[config.mk]
export PLATFORM = sky130hd
export DESIGN_NAME = dmc_top
export DESIGN_NICKNAME = d
export VERILOG_FILES = /design/src/shared/dmc_pkg.sv /design/src/verilog/dmc_top.sv
export VERILOG_INCLUDE_DIRS = /design/src /design/src/shared
export SDC_FILE = /design/constraint.sdc
export NUM_CORES = 2
export LEC_CHECK = 0
export ABC_AREA = 1
export BUFFER_PORTS_ARGS = -buffer_cell sky130_fd_sc_hd__buf_4
export CELL_PAD_IN_SITES_DETAIL_PLACEMENT = 1
export CELL_PAD_IN_SITES_GLOBAL_PLACEMENT = 1
export CORE_ASPECT_RATIO = 0.75
export CORE_MARGIN = 10
export CORE_UTILIZATION = 35
export CTS_BUF_LIST = sky130_fd_sc_hd__clkbuf_16
export CTS_CLUSTER_DIAMETER = 60
export DETAILED_ROUTE_END_ITERATION = 16
export PLACE_DENSITY_LB_ADDON = 0.1
export SETUP_SLACK_MARGIN = 0.5
export SLEW_MARGIN = 10
export SYNTH_ARGS = -nofsm -noshare
export SYNTH_HDL_FRONTEND = slang
export SYNTH_SLANG_ARGS = --single-unit
[constraint.sdc]
create_clock -name clock -period 8.6 [get_ports clock]
set_clock_uncertainty 0.2 [all_clocks]
set_input_delay 0 -clock clock [delete_from_list [all_inputs] [get_ports clock]]
set_output_delay 0 -clock clock [all_outputs]
set_load 0.005 [all_outputs]
[src/shared/dmc_params.svh]
// register map, field positions and reset values of the dma channel block
`ifndef DMC_PARAMS_SVH
`define DMC_PARAMS_SVH

`define DMC_MAX_CH 7
`define DMC_ADDR_W 8
`define DMC_OFS_FLAG 8'h00
`define DMC_OFS_CLEAR 8'h04
`define DMC_OFS_CTL0 8'h08
`define DMC_CH_STRIDE 8'h14
`define DMC_OFS_CH_END 8'h10

`define DMC_SEL_CTL 2'h0
`define DMC_SEL_CNT 2'h1
`define DMC_SEL_PADDR 2'h2
`define DMC_SEL_MADDR 2'h3

`define DMC_FLG_GLOBAL 0
`define DMC_FLG_FULL 1
`define DMC_FLG_HALF 2
`define DMC_FLG_ERR 3
`define DMC_FLG_PER_CH 4

`define DMC_CTL_W 15
`define DMC_CTL_RESET 15'h0000
`define DMC_CTL_OPEN_MASK 15'h000F
`define DMC_CTL_M2M 14
`define DMC_CTL_CHANNEL_PRIORITY_LO 12
`define DMC_CTL_MEMORY_DATA_WIDTH_LO 10
`define DMC_CTL_PERIPHERAL_DATA_WIDTH_LO 8
`define DMC_CTL_MINC 7
`define DMC_CTL_PINC 6
`define DMC_CTL_CIRC 5
`define DMC_CTL_DIR 4
`define DMC_CTL_ERROR_IRQ_ENABLE 3
`define DMC_CTL_HALFIE 2
`define DMC_CTL_FULLIE 1
`define DMC_CTL_EN 0

`define DMC_CNT_W 16
`define DMC_CNT_RESET 16'h0000
`define DMC_ADDR_RESET 32'h00000000

`endif

[src/shared/dmc_pkg.sv]
// types shared by the dma channel block
package dmc_pkg;

    typedef enum logic [1:0] {
        DMC_WIDTH_8 = 2'h0,
        DMC_WIDTH_16 = 2'h1,
        DMC_WIDTH_32 = 2'h2,
        DMC_WIDTH_RSVD = 2'h3
    } dmc_width_t;

    typedef enum logic [1:0] {
        DMC_CHANNEL_PRIORITY_LOW = 2'h0,
        DMC_CHANNEL_PRIORITY_MEDIUM = 2'h1,
        DMC_CHANNEL_PRIORITY_HIGH = 2'h2,
        DMC_CHANNEL_PRIORITY_ULTRA = 2'h3
    } dmc_channel_priority_t;

    typedef enum {
        DMC_ST_IDLE,
        DMC_ST_READ,
        DMC_ST_WRITE,
        DMC_ST_DONE
    } dmc_state_t;

endpackage : dmc_pkg

[src/verilog/dmc_top.sv]
// dma channel control, flag clearing and a simple transfer engine shared by all channels
//
// Contract
// a one in a channel error clear bit clears its error flag; zero does nothing
// a one in a half-done clear bit clears that flag; zero does nothing
// a one in a full-done clear bit clears that flag; zero does nothing
// a one in a global clear bit clears global, error, half and full flags
// channel x control register sits at 0x08 plus 0x14 times x
// memory copy mode bit runs the channel without peripheral requests
// memory width field selects 8, 16 or 32 bits; code 11 reserved
// peripheral width field selects 8, 16 or 32 bits; code 11 reserved
// memory address fixed or increasing after each transfer per its bit
// peripheral address fixed or increasing after each transfer per its bit
// circular bit reloads count and addresses when a pass ends
// direction zero reads peripheral writes memory; one reverses it
// error enable gates the error interrupt request
// half-done enable gates the half-done interrupt request
// full-done enable gates the full-done interrupt request
// single-bit configuration fields are locked while the channel is enabled; the code leaves the three interrupt enables writable
// priority and both width fields are locked while the channel is enabled
// flags are set by hardware and stay set until cleared by software
// a channel interrupts when any enabled event flag of it is set
// in a five-channel instance the bits of channels five and six do nothing
// priority codes low to ultra high; highest pending level is served first
// enable starts servicing requests; clearing stops it and unlocks configuration
`timescale 1ns/100ps
`include "dmc_params.svh"

module dmc_top #(
    parameter int num_channels = `DMC_MAX_CH
) (
    input wire logic clock,
    input wire logic rst,
    input wire logic [`DMC_ADDR_W-1:0] reg_addr,
    input wire logic [31:0] reg_wdata,
    input wire logic reg_wr,
    input wire logic reg_rd,
    output logic [31:0] reg_rdata,
    input wire logic [`DMC_MAX_CH-1:0] periph_req,
    output logic [`DMC_MAX_CH-1:0] periph_ack,
    output logic [31:0] bus_addr,
    output logic [31:0] bus_wdata,
    output logic bus_rd,
    output logic bus_wr,
    output logic [1:0] bus_size,
    input wire logic [31:0] bus_rdata,
    input wire logic bus_ack,
    input wire logic bus_err,
    output logic [`DMC_MAX_CH-1:0] irq
);

    // {hit, register select, channel}
    function automatic logic [5:0] dmc_decode(input logic [`DMC_ADDR_W-1:0] a);
        logic [7:0] rel;
        logic [5:0] res;
        res = 6'h00;
        for (int i = 0; i < `DMC_MAX_CH; i++)
        begin
            rel = a - (`DMC_OFS_CTL0 + 8'(i) * `DMC_CH_STRIDE);
            if (rel < `DMC_OFS_CH_END && rel[1:0] == 2'h0)
                res = {1'b1, rel[3:2], 3'(i)};
        end
        return res;
    endfunction : dmc_decode
    // byte step of one transfer for a width code
    function automatic logic [31:0] dmc_step(input logic [1:0] w);
        case (dmc_pkg::dmc_width_t'(w))
            dmc_pkg::DMC_WIDTH_8: return 32'h00000001;
            dmc_pkg::DMC_WIDTH_16: return 32'h00000002;
            default: return 32'h00000004;
        endcase
    endfunction : dmc_step
    logic [`DMC_CTL_W-1:0] ctl [`DMC_MAX_CH];
    logic [`DMC_CNT_W-1:0] cnt [`DMC_MAX_CH];
    logic [`DMC_CNT_W-1:0] reload [`DMC_MAX_CH];
    logic [31:0] pa_base [`DMC_MAX_CH];
    logic [31:0] ma_base [`DMC_MAX_CH];
    logic [31:0] pa_cur [`DMC_MAX_CH];
    logic [31:0] ma_cur [`DMC_MAX_CH];
    logic [`DMC_FLG_PER_CH-1:0] flg [`DMC_MAX_CH];
    dmc_pkg::dmc_state_t st;
    logic [2:0] cur;
    logic step;
    logic err_hit;
    logic [5:0] dec;
    logic dec_hit;
    logic [1:0] dec_sel;
    logic [2:0] dec_ch;
    logic clr_wr;
    logic [`DMC_MAX_CH-1:0] ev_full;
    logic [`DMC_MAX_CH-1:0] ev_half;
    logic [`DMC_MAX_CH-1:0] ev_err;
    logic [31:0] rd_value;
    // channel register decode
    always_comb
    begin
        dec = dmc_decode(reg_addr);
        dec_hit = dec[5] && (int'(dec[2:0]) < num_channels);
        dec_sel = dec[4:3];
        dec_ch = dec[2:0];
        clr_wr = reg_wr && reg_addr == `DMC_OFS_CLEAR;
    end
    // completion events of the step and error events of the phase that land this cycle
    always_comb
    begin
        for (int i = 0; i < `DMC_MAX_CH; i++)
        begin
            ev_full[i] = step && cur == 3'(i) && cnt[i] == 16'h0001;
            ev_half[i] = step && cur == 3'(i) && cnt[i] - 16'h0001 == (reload[i] >> 1);
            ev_err[i] = err_hit && cur == 3'(i);
        end
    end
    // channel registers: software writes and engine updates
    always_ff @(posedge clock)
    begin
        if (rst)
        begin
            for (int i = 0; i < `DMC_MAX_CH; i++)
            begin
                ctl[i] <= `DMC_CTL_RESET;
                cnt[i] <= `DMC_CNT_RESET;
                reload[i] <= `DMC_CNT_RESET;
                pa_base[i] <= `DMC_ADDR_RESET;
                ma_base[i] <= `DMC_ADDR_RESET;
                pa_cur[i] <= `DMC_ADDR_RESET;
                ma_cur[i] <= `DMC_ADDR_RESET;
            end
        end
        else
        begin
            for (int i = 0; i < `DMC_MAX_CH; i++)
            begin
                if (step && cur == 3'(i))
                begin
                    // memory address advance
                    if (ctl[i][`DMC_CTL_MINC])
                        ma_cur[i] <= ma_cur[i] + dmc_step(ctl[i][`DMC_CTL_MEMORY_DATA_WIDTH_LO +: 2]);
                    // peripheral address advance
                    if (ctl[i][`DMC_CTL_PINC])
                        pa_cur[i] <= pa_cur[i] + dmc_step(ctl[i][`DMC_CTL_PERIPHERAL_DATA_WIDTH_LO +: 2]);
                    cnt[i] <= cnt[i] - 16'h0001;
                    // circular reload at pass end
                    if (cnt[i] == 16'h0001 && ctl[i][`DMC_CTL_CIRC])
                    begin
                        cnt[i] <= reload[i];
                        pa_cur[i] <= pa_base[i];
                        ma_cur[i] <= ma_base[i];
                    end
                end
                if (reg_wr && dec_hit && dec_ch == 3'(i))
                begin
                    case (dec_sel)
                        `DMC_SEL_CTL:
                        begin
                            // configuration locked while enabled, except enable and the three interrupt enables
                            if (ctl[i][`DMC_CTL_EN])
                                ctl[i] <= (ctl[i] & ~`DMC_CTL_OPEN_MASK) | (reg_wdata[`DMC_CTL_W-1:0] & `DMC_CTL_OPEN_MASK);
                            else
                                ctl[i] <= reg_wdata[`DMC_CTL_W-1:0];
                        end
                        `DMC_SEL_CNT:
                        begin
                            if (!ctl[i][`DMC_CTL_EN])
                            begin
                                cnt[i] <= reg_wdata[`DMC_CNT_W-1:0];
                                reload[i] <= reg_wdata[`DMC_CNT_W-1:0];
                            end
                        end
                        `DMC_SEL_PADDR:
                        begin
                            if (!ctl[i][`DMC_CTL_EN])
                            begin
                                pa_base[i] <= reg_wdata;
                                pa_cur[i] <= reg_wdata;
                            end
                        end
                        default:
                        begin
                            if (!ctl[i][`DMC_CTL_EN])
                            begin
                                ma_base[i] <= reg_wdata;
                                ma_cur[i] <= reg_wdata;
                            end
                        end
                    endcase
                end
                // a bus error stops the channel
                if (ev_err[i])
                    ctl[i][`DMC_CTL_EN] <= 1'b0;
            end
        end
    end
    // sticky flags, a set in the clearing cycle wins
    always_ff @(posedge clock)
    begin
        if (rst)
            for (int i = 0; i < `DMC_MAX_CH; i++)
                flg[i] <= 4'h0;
        else
        begin
            for (int i = 0; i < `DMC_MAX_CH; i++)
            begin
                logic [3:0] clr;
                logic [3:0] set;
                clr = 4'h0;
                set = {ev_err[i], ev_half[i], ev_full[i], 1'b0};
                set[`DMC_FLG_GLOBAL] = |set;
                // per-flag clear, R4 global clear
                if (clr_wr && i < num_channels)
                begin
                    clr = reg_wdata[`DMC_FLG_PER_CH*i +: `DMC_FLG_PER_CH];
                    if (clr[`DMC_FLG_GLOBAL])
                        clr = 4'hF;
                end
                flg[i] <= (flg[i] & ~clr) | set;
            end
        end
    end
    // interrupt requests
    always_ff @(posedge clock)
    begin
        if (rst)
            irq <= '0;
        else
            for (int i = 0; i < `DMC_MAX_CH; i++)
                irq[i] <= |(flg[i][`DMC_FLG_ERR:`DMC_FLG_FULL] & ctl[i][`DMC_CTL_ERROR_IRQ_ENABLE:`DMC_CTL_FULLIE]);
    end
    // read data mux
    always_comb
    begin
        rd_value = 32'h00000000;
        if (reg_addr == `DMC_OFS_FLAG)
            for (int i = 0; i < `DMC_MAX_CH; i++)
                rd_value[`DMC_FLG_PER_CH*i +: `DMC_FLG_PER_CH] = flg[i];
        else if (dec_hit)
            case (dec_sel)
                `DMC_SEL_CTL: rd_value = {17'h00000, ctl[dec_ch]};
                `DMC_SEL_CNT: rd_value = {16'h0000, cnt[dec_ch]};
                `DMC_SEL_PADDR: rd_value = pa_base[dec_ch];
                default: rd_value = ma_base[dec_ch];
            endcase
    end
    always_ff @(posedge clock)
    begin
        if (rst)
            reg_rdata <= 32'h00000000;
        else
            reg_rdata <= reg_rd ? rd_value : 32'h00000000;
    end
    // transfer engine: pick, read source, write destination, settle
    always_ff @(posedge clock)
    begin
        if (rst)
        begin
            st <= dmc_pkg::DMC_ST_IDLE;
            cur <= 3'h0;
            step <= 1'b0;
            err_hit <= 1'b0;
            bus_addr <= 32'h00000000;
            bus_wdata <= 32'h00000000;
            bus_rd <= 1'b0;
            bus_wr <= 1'b0;
            bus_size <= 2'h0;
            periph_ack <= '0;
        end
        else
        begin
            step <= 1'b0;
            err_hit <= 1'b0;
            periph_ack <= '0;
            case (st)
                dmc_pkg::DMC_ST_IDLE:
                begin
                    logic found;
                    logic [2:0] pick;
                    logic [1:0] best;
                    found = 1'b0;
                    pick = 3'h0;
                    best = 2'h0;
                    // highest level first, lowest channel on a tie
                    for (int i = `DMC_MAX_CH - 1; i >= 0; i--)
                    begin
                        // enabled channel with a request or in copy mode
                        if (i < num_channels && ctl[i][`DMC_CTL_EN] && cnt[i] != `DMC_CNT_RESET &&
                            (ctl[i][`DMC_CTL_M2M] || periph_req[i]) &&
                            (!found || ctl[i][`DMC_CTL_CHANNEL_PRIORITY_LO +: 2] >= best))
                        begin
                            found = 1'b1;
                            pick = 3'(i);
                            best = ctl[i][`DMC_CTL_CHANNEL_PRIORITY_LO +: 2];
                        end
                    end
                    if (found)
                    begin
                        cur <= pick;
                        bus_rd <= 1'b1;
                        // source side and its width
                        if (ctl[pick][`DMC_CTL_DIR])
                        begin
                            bus_addr <= ma_cur[pick];
                            bus_size <= ctl[pick][`DMC_CTL_MEMORY_DATA_WIDTH_LO +: 2];
                        end
                        else
                        begin
                            bus_addr <= pa_cur[pick];
                            bus_size <= ctl[pick][`DMC_CTL_PERIPHERAL_DATA_WIDTH_LO +: 2];
                        end
                        st <= dmc_pkg::DMC_ST_READ;
                    end
                end
                dmc_pkg::DMC_ST_READ:
                begin
                    if (bus_ack)
                    begin
                        bus_rd <= 1'b0;
                        if (bus_err)
                        begin
                            err_hit <= 1'b1;
                            st <= dmc_pkg::DMC_ST_DONE;
                        end
                        else
                        begin
                            bus_wr <= 1'b1;
                            bus_wdata <= bus_rdata;
                            // destination side and its width
                            if (ctl[cur][`DMC_CTL_DIR])
                            begin
                                bus_addr <= pa_cur[cur];
                                bus_size <= ctl[cur][`DMC_CTL_PERIPHERAL_DATA_WIDTH_LO +: 2];
                            end
                            else
                            begin
                                bus_addr <= ma_cur[cur];
                                bus_size <= ctl[cur][`DMC_CTL_MEMORY_DATA_WIDTH_LO +: 2];
                            end
                            st <= dmc_pkg::DMC_ST_WRITE;
                        end
                    end
                end
                dmc_pkg::DMC_ST_WRITE:
                begin
                    if (bus_ack)
                    begin
                        bus_wr <= 1'b0;
                        if (bus_err)
                            err_hit <= 1'b1;
                        else
                        begin
                            step <= 1'b1;
                            periph_ack[cur] <= !ctl[cur][`DMC_CTL_M2M];
                        end
                        st <= dmc_pkg::DMC_ST_DONE;
                    end
                end
                // lets counter and pointer updates land before the next pick
                dmc_pkg::DMC_ST_DONE:
                    st <= dmc_pkg::DMC_ST_IDLE;
                default:
                    st <= dmc_pkg::DMC_ST_IDLE;
            endcase
        end
    end

endmodule : dmc_top

======== Word level (Yosys, flattened, before mapping) ========
Memory sizes are Yosys's and may differ from the RTL's. A register that Yosys moved wholly into a read port is not among the register bits.
Cells that the tools add are included.
storage, ports and cells
  memories kept ........................... 8
  RAM bits ................................ 1,253
  input port bits ......................... 85
  register bits ........................... 151
  output and inout port bits .............. 114
  logic and storage cells ................. 986
operators by class
  muxes and demuxes ....................... 563
  bitwise logic cells ..................... 154
  equality and inequality tests ........... 49
  reduce and logical (&&, ||, !) cells .... 155
  $lt $le $gt $ge ......................... 16
  $add $sub $neg .......................... 28
memory list
  name         words  bits a word  read ports  clocked after Yosys merged registers in  write ports  line           source
  ma_base      7      32           8           0                                        7            dmc_top.sv:77  logic [31:0] ma_base [`DMC_MAX_CH];
  ma_cur       7      32           9           1                                        7            dmc_top.sv:79  logic [31:0] ma_cur [`DMC_MAX_CH];
  pa_base      7      32           8           0                                        7            dmc_top.sv:76  logic [31:0] pa_base [`DMC_MAX_CH];
  pa_cur       7      32           9           1                                        7            dmc_top.sv:78  logic [31:0] pa_cur [`DMC_MAX_CH];
  cnt          7      16           8           0                                        7            dmc_top.sv:74  logic [`DMC_CNT_W-1:0] cnt [`DMC_MAX_CH];
  reload       7      16           7           0                                        7            dmc_top.sv:75  logic [`DMC_CNT_W-1:0] reload [`DMC_MAX_CH];
  +2 memories  --     --           --          --                                       --           --
operators by type and width
  operator                                                                      number
  32-bit 2-to-1 mux                                                             106
  32-bit adder                                                                  14
  16-bit 2-to-1 mux                                                             28
  1-bit 2-to-1 mux                                                              319
  15-bit 2-to-1 mux                                                             14
  32-bit one-hot mux with 3 select lines                                        2
  16-bit by 1-bit equality test with 1-bit output, second input constant        7
  16-bit by 15-bit equality test with 1-bit output                              7
  4-bit 2-to-1 mux                                                              28
  1-bit bitwise OR                                                              112
  16-bit nonzero test                                                           7
  16-bit by 1-bit subtractor with 16-bit output, second input constant          7
  15-bit by 4-bit bitwise OR with 15-bit output                                 7
  3-bit one-hot mux with 2 select lines                                         14
  1-bit logical AND                                                             73
  32-bit one-hot mux with 2 select lines                                        1
  8-bit by 5-bit less-than comparator with 1-bit output, second input constant  7
  28-bit 2-to-1 mux                                                             2
  3-bit OR reduction                                                            17
  2-bit 2-to-1 mux                                                              23
  3-bit 2-to-1 mux                                                              15
  2-bit zero test                                                               22
  6-bit 2-to-1 mux                                                              7
  32-bit by 1-bit equality test with 1-bit output, second input constant        1
  other kinds (37)                                                              125

======== Logic depth before layout (Yosys ltp) ========
An unclocked memory read counts as a cell.
  depth after elaboration ................. 47
  depth in mapped cells ................... 65
  depth with buffers taken out ............ 63

======== Worst setup path before layout ========
No wires, ideal clock.
  path kind ............................... flip-flop to flip-flop
  start point ............................. memory cnt[6][0] in the netlist's numbering
  end point ............................... register bus_addr[22]
  stages on the path, launching flop included .. 64
  buffers on the path ..................... 1
  path slack .............................. 1.197 ns
  setup time .............................. 0.070 ns
  period minus slack after synthesis ...... 7.403 ns
  required time ........................... 8.330 ns
  data arrival time ....................... 7.133 ns
  cell sequence ........................... edfxtp_1 > inv_1 > ha_1 > nand2_1 > nor2_2 > nand2_1 > nand2_1 > nor2_1 > ha_1 > inv_1 > nand2_1 > a21oi_1 > nand3_1 > nand2_1 > inv_1 > o21ai_0 > inv_1 > ha_1 > [... 28 more ...] > o21ai_0 > ha_1 > inv_1 > nand2_1 > a21oi_1 > nand2_1 > nand2_2 > nand2_1 > nor2_1 > nand3_1 > nand2_1 > nand2_1 > nand2_2 > buf_4 > nand2_1 > nand2_1 > nand2_1 > a21oi_1
RTL lines
  element                 line            source
  start: declaration      dmc_top.sv:74
  end signal: assignment  dmc_top.sv:300  bus_addr <= ma_cur[pick];
  end signal: assignment  dmc_top.sv:305  bus_addr <= pa_cur[pick];
  end signal: assignment  dmc_top.sv:328  bus_addr <= pa_cur[cur];
  end: declaration        dmc_top.sv:41   output logic [31:0] bus_addr,

==> metrics.txt <==
unrepaired setup endpoints after global routing=no; CTS root buf=clkbuf_16; Slew headroom=0.126; Clock transition at path regs=0.06 ns; Max VDD drop=about 0.17 mV; Post-DRT Antenna Nets=0; CP bufs+invs=11; Slew @ Worst Pin=1.31 ns; CTS buffer count=around 180; Setup Viol. Count Final=0; Worst Path Required=about 9.2 ns; CTS H-Tree Depth=4; crit share post-route=0.910; CP arrival=about 8.4 ns; area delta synth->final=16.6%; drt wl/cell=35.0 um; Post-synth EDFFs=between 1000 and 1500; number of global-route vias before repair=approximately 95000; Clock power frac=0.357; Hold Path Class=primary input to flip-flop; floorplan core area=approximately 260000 um2; most common cell in the synthesized netlist=nand2_1; final global-route overflow total=0; Post-Syn Area per Cell=~7.4 um2; sequential power share=0.383; Final Hold Fails=0; DR vias=slightly below 100k; Yosys cell types=64; post-synth top area cell=edfxtp_1; WHS=between 0.04 and 0.05 ns; CP Capture Type=flip-flop; drt drc=0; Post-synth top flop=edfxtp_1; Startpoint Class=flip-flop; Clock Latency Late Sink=roughly 0.93 ns; vias per cell=between 6 and 7; die width=~610 um; Lkg Pwr=45.6 nW; critical path class=flip-flop to flip-flop; DR pass1 iterations=6; number of buffers added on ports=198; Ports=around 200; CTS tree=built; Max clock buf depth=4; Rows=162; post-synth top area share=0.404; clock period minus worst slack=about 7.8 ns; Max-Cap Viols=0; Slew Limit Fails=0; Initial Util=0.351; 1st-iter DRT viols=approximately 13000; # fillers=between 30000 and 40000; initial antenna violation count=48; Max Clk Rate=128 MHz; Worst path slowest cell=edfxtp_1; Mapped Cells=~12000; Max stage delay on crit path=0.40 ns; DIE AREA=about 280000 um2; synthesized area=91000 um2; Pint=~13 mW; cell mode on critical path=nand2_1; asr flop ratio synth=0; Sw Share=0.377; status=finished clean; pwr/cell area=just over 200 nW/um2; CTS Sinks=approximately 1400; syn_nets=approximately 12000; detailed placer's ending HPWL=about 420000 um; sequential area share after synthesis=0.437; Synth warnings=0; NetSw=8.11 mW; largest net degree at the start of global routing=just under 80; first-pass GRT wire length=765000 um; Final Net Count=~13000; Top Family by Delay on Critical Path=simple AND/OR/NAND/NOR gates; worst-path maximum fanout=8; GP Congestion=~1.0; Comb power frac=0.260; synth top area cells=edfxtp_1 40%, nand2_1 12%, nor2_1 6.5%, o21ai_0 6.4%, inv_1 6.0%; DRT Wirelength=around 570000 um; synthesized flop and latch total=between 1000 and 1500; Commonest cells post-synth=2955 x nand2_1, 1575 x nor2_1, 1444 x inv_1; all-layer global routing usage=0.382; total negative slack=0 ns; fraction of layout instances using a drive strength above 1=0.0922; Die Height=about 460 um
==> metrics by stage <==
step | setup WS [ns] | std cells | util | power, mW | instance area, um2
after global placement | 0.429 | 15599 | 0.376 | 13.4 | 97500
after global routing | 0.249 | 16161 | 0.409 | 22.0 | 106000
after detailed placement | 0.428 | 15599 | 0.376 | 13.4 | 97500
after CTS | 0.501 | 16126 | 0.405 | 21.1 | 105000
after floorplan | 1.20 | 12312 | - | 10.6 | 91000
final | 0.775 | 16185 | 0.409 | 21.5 | 106000
==> sequential cells by signal, indices dropped and copies added (netlist names), 2 cells and up, named ones only <==
| name | cells |
|---|---|
| pa_cur | 224 |
| ctl | 105 |
| bus_size | 2 |
| pa_base | 224 |
| flg | 28 |
| bus_wdata | 32 |
| reload | 112 |
| reg_rdata | 32 |
| periph_ack | 7 |
| irq | 7 |
| ma_cur | 224 |
| st | 2 |
| cur | 3 |
| bus_addr | 32 |
| ma_base | 224 |
| cnt | 112 |
==> final timing paths <==
path                 startpoint  slack (ns)  cells after the start       endpoint
setup / recovery      cnt[6][1]        0.77                     62    bus_addr[2]
hold / removal    reg_wdata[28]        0.04                      4  ma_cur[6][28]
setup reg to reg      cnt[6][1]        0.77                     62    bus_addr[2]
hold reg to reg   bus_wdata[26]        0.25                      2  bus_wdata[26]
==> logic make-up after synthesis <==
kind of cell | synth area share
AO/OA/AOI/OAI | 0.147
XOR/XNOR | 0.0437
adder cells (fa/ha/maj) | 0.0149
buffers and inverters | 0.0944
flip-flops | 0.437
multiplexers | 0.00264
AND/OR/NAND/NOR | 0.260
==> worst min-delay path, stage by stage <==
cell and delay, ns:
dlygate4sd3_1 0.53, buf_4 0.10, inv_1 0.18, o21ai_0 0.22
==> area by class of cell <==
type                    instances  area (um2)  share of cell area
well taps                    3444        4310              0.0406
clock buffers                 187        4680              0.0441
multi-input cells            8707       43300               0.408
inverters                    1508        5690              0.0536
diodes                         25        62.6            0.000590
flip-flops and latches       1377       39800               0.375
clock inverters               142         990             0.00933
repair buffers                795        7210              0.0680
==> metal layers <==
metal,vias to the layer above,GRT usage,part of all wire
li1,41407,-,-
met1,49169,0.515,0.41
met2,5570,0.567,0.42
met3,1193,0.0790,0.098
met4,10,0.226,0.071
met5,-,0,0.00012
==> repair_timing <==
| item | 4_1_cts | 5_1_grt |
|---|---|---|
| setup endpoints to repair | 34 | 38 |
| gates cloned | 1 | 15 |
| pin swaps | 1 | 49 |
| hold endpoints to repair | 549 | 0 |
| hold buffers | 197 | 0 |
| buffers inserted | 0 | 19 |
| gates resized for setup | 3 | 119 |
==> cells in the final DEF, fill, tap and decap left out, types with 14 or more instances in the layout <==
cell	instances
a31oi_1	32
o22ai_1	226
a21oi_1	495
o221ai_1	74
or2_2	65
o21ai_0	1163
nand4_1	117
nor4_1	56
buf_12	36
xor2_1	390
xnor2_1	64
nand2_1	2919
o211ai_1	108
mux2i_1	24
ha_1	81
nor2_4	15
diode_2	25
clkinv_2	21
or2_1	31
nor2_1	1560
clkinv_1	62
a211oi_1	44
o21ai_1	57
dlygate4sd3_1	197
clkbuf_16	197
nor3_1	195
dfxtp_1	149
fa_1	14
a21oi_2	37
inv_1	1468
inv_2	55
o21bai_1	18
o31ai_1	19
buf_4	535
nand3_2	15
edfxtp_1	1225
nand2_2	45
nand3_1	661
nor2_2	26
o2111ai_1	53
==> power by group through the flow <==
| stage | clock network [mW] | registers, mW | logic [mW] |
|---|---|---|---|
| after floorplan | 0 | 8.00 | 2.64 |
| after global placement | 0 | 8.35 | 5.05 |
| after detailed placement | 0 | 8.36 | 5.08 |
| after CTS | 7.72 | 8.22 | 5.20 |
| after global routing | 7.98 | 8.25 | 5.81 |
| final | 7.69 | 8.25 | 5.59 |
Note: power is estimated with default switching activity, not from simulation.
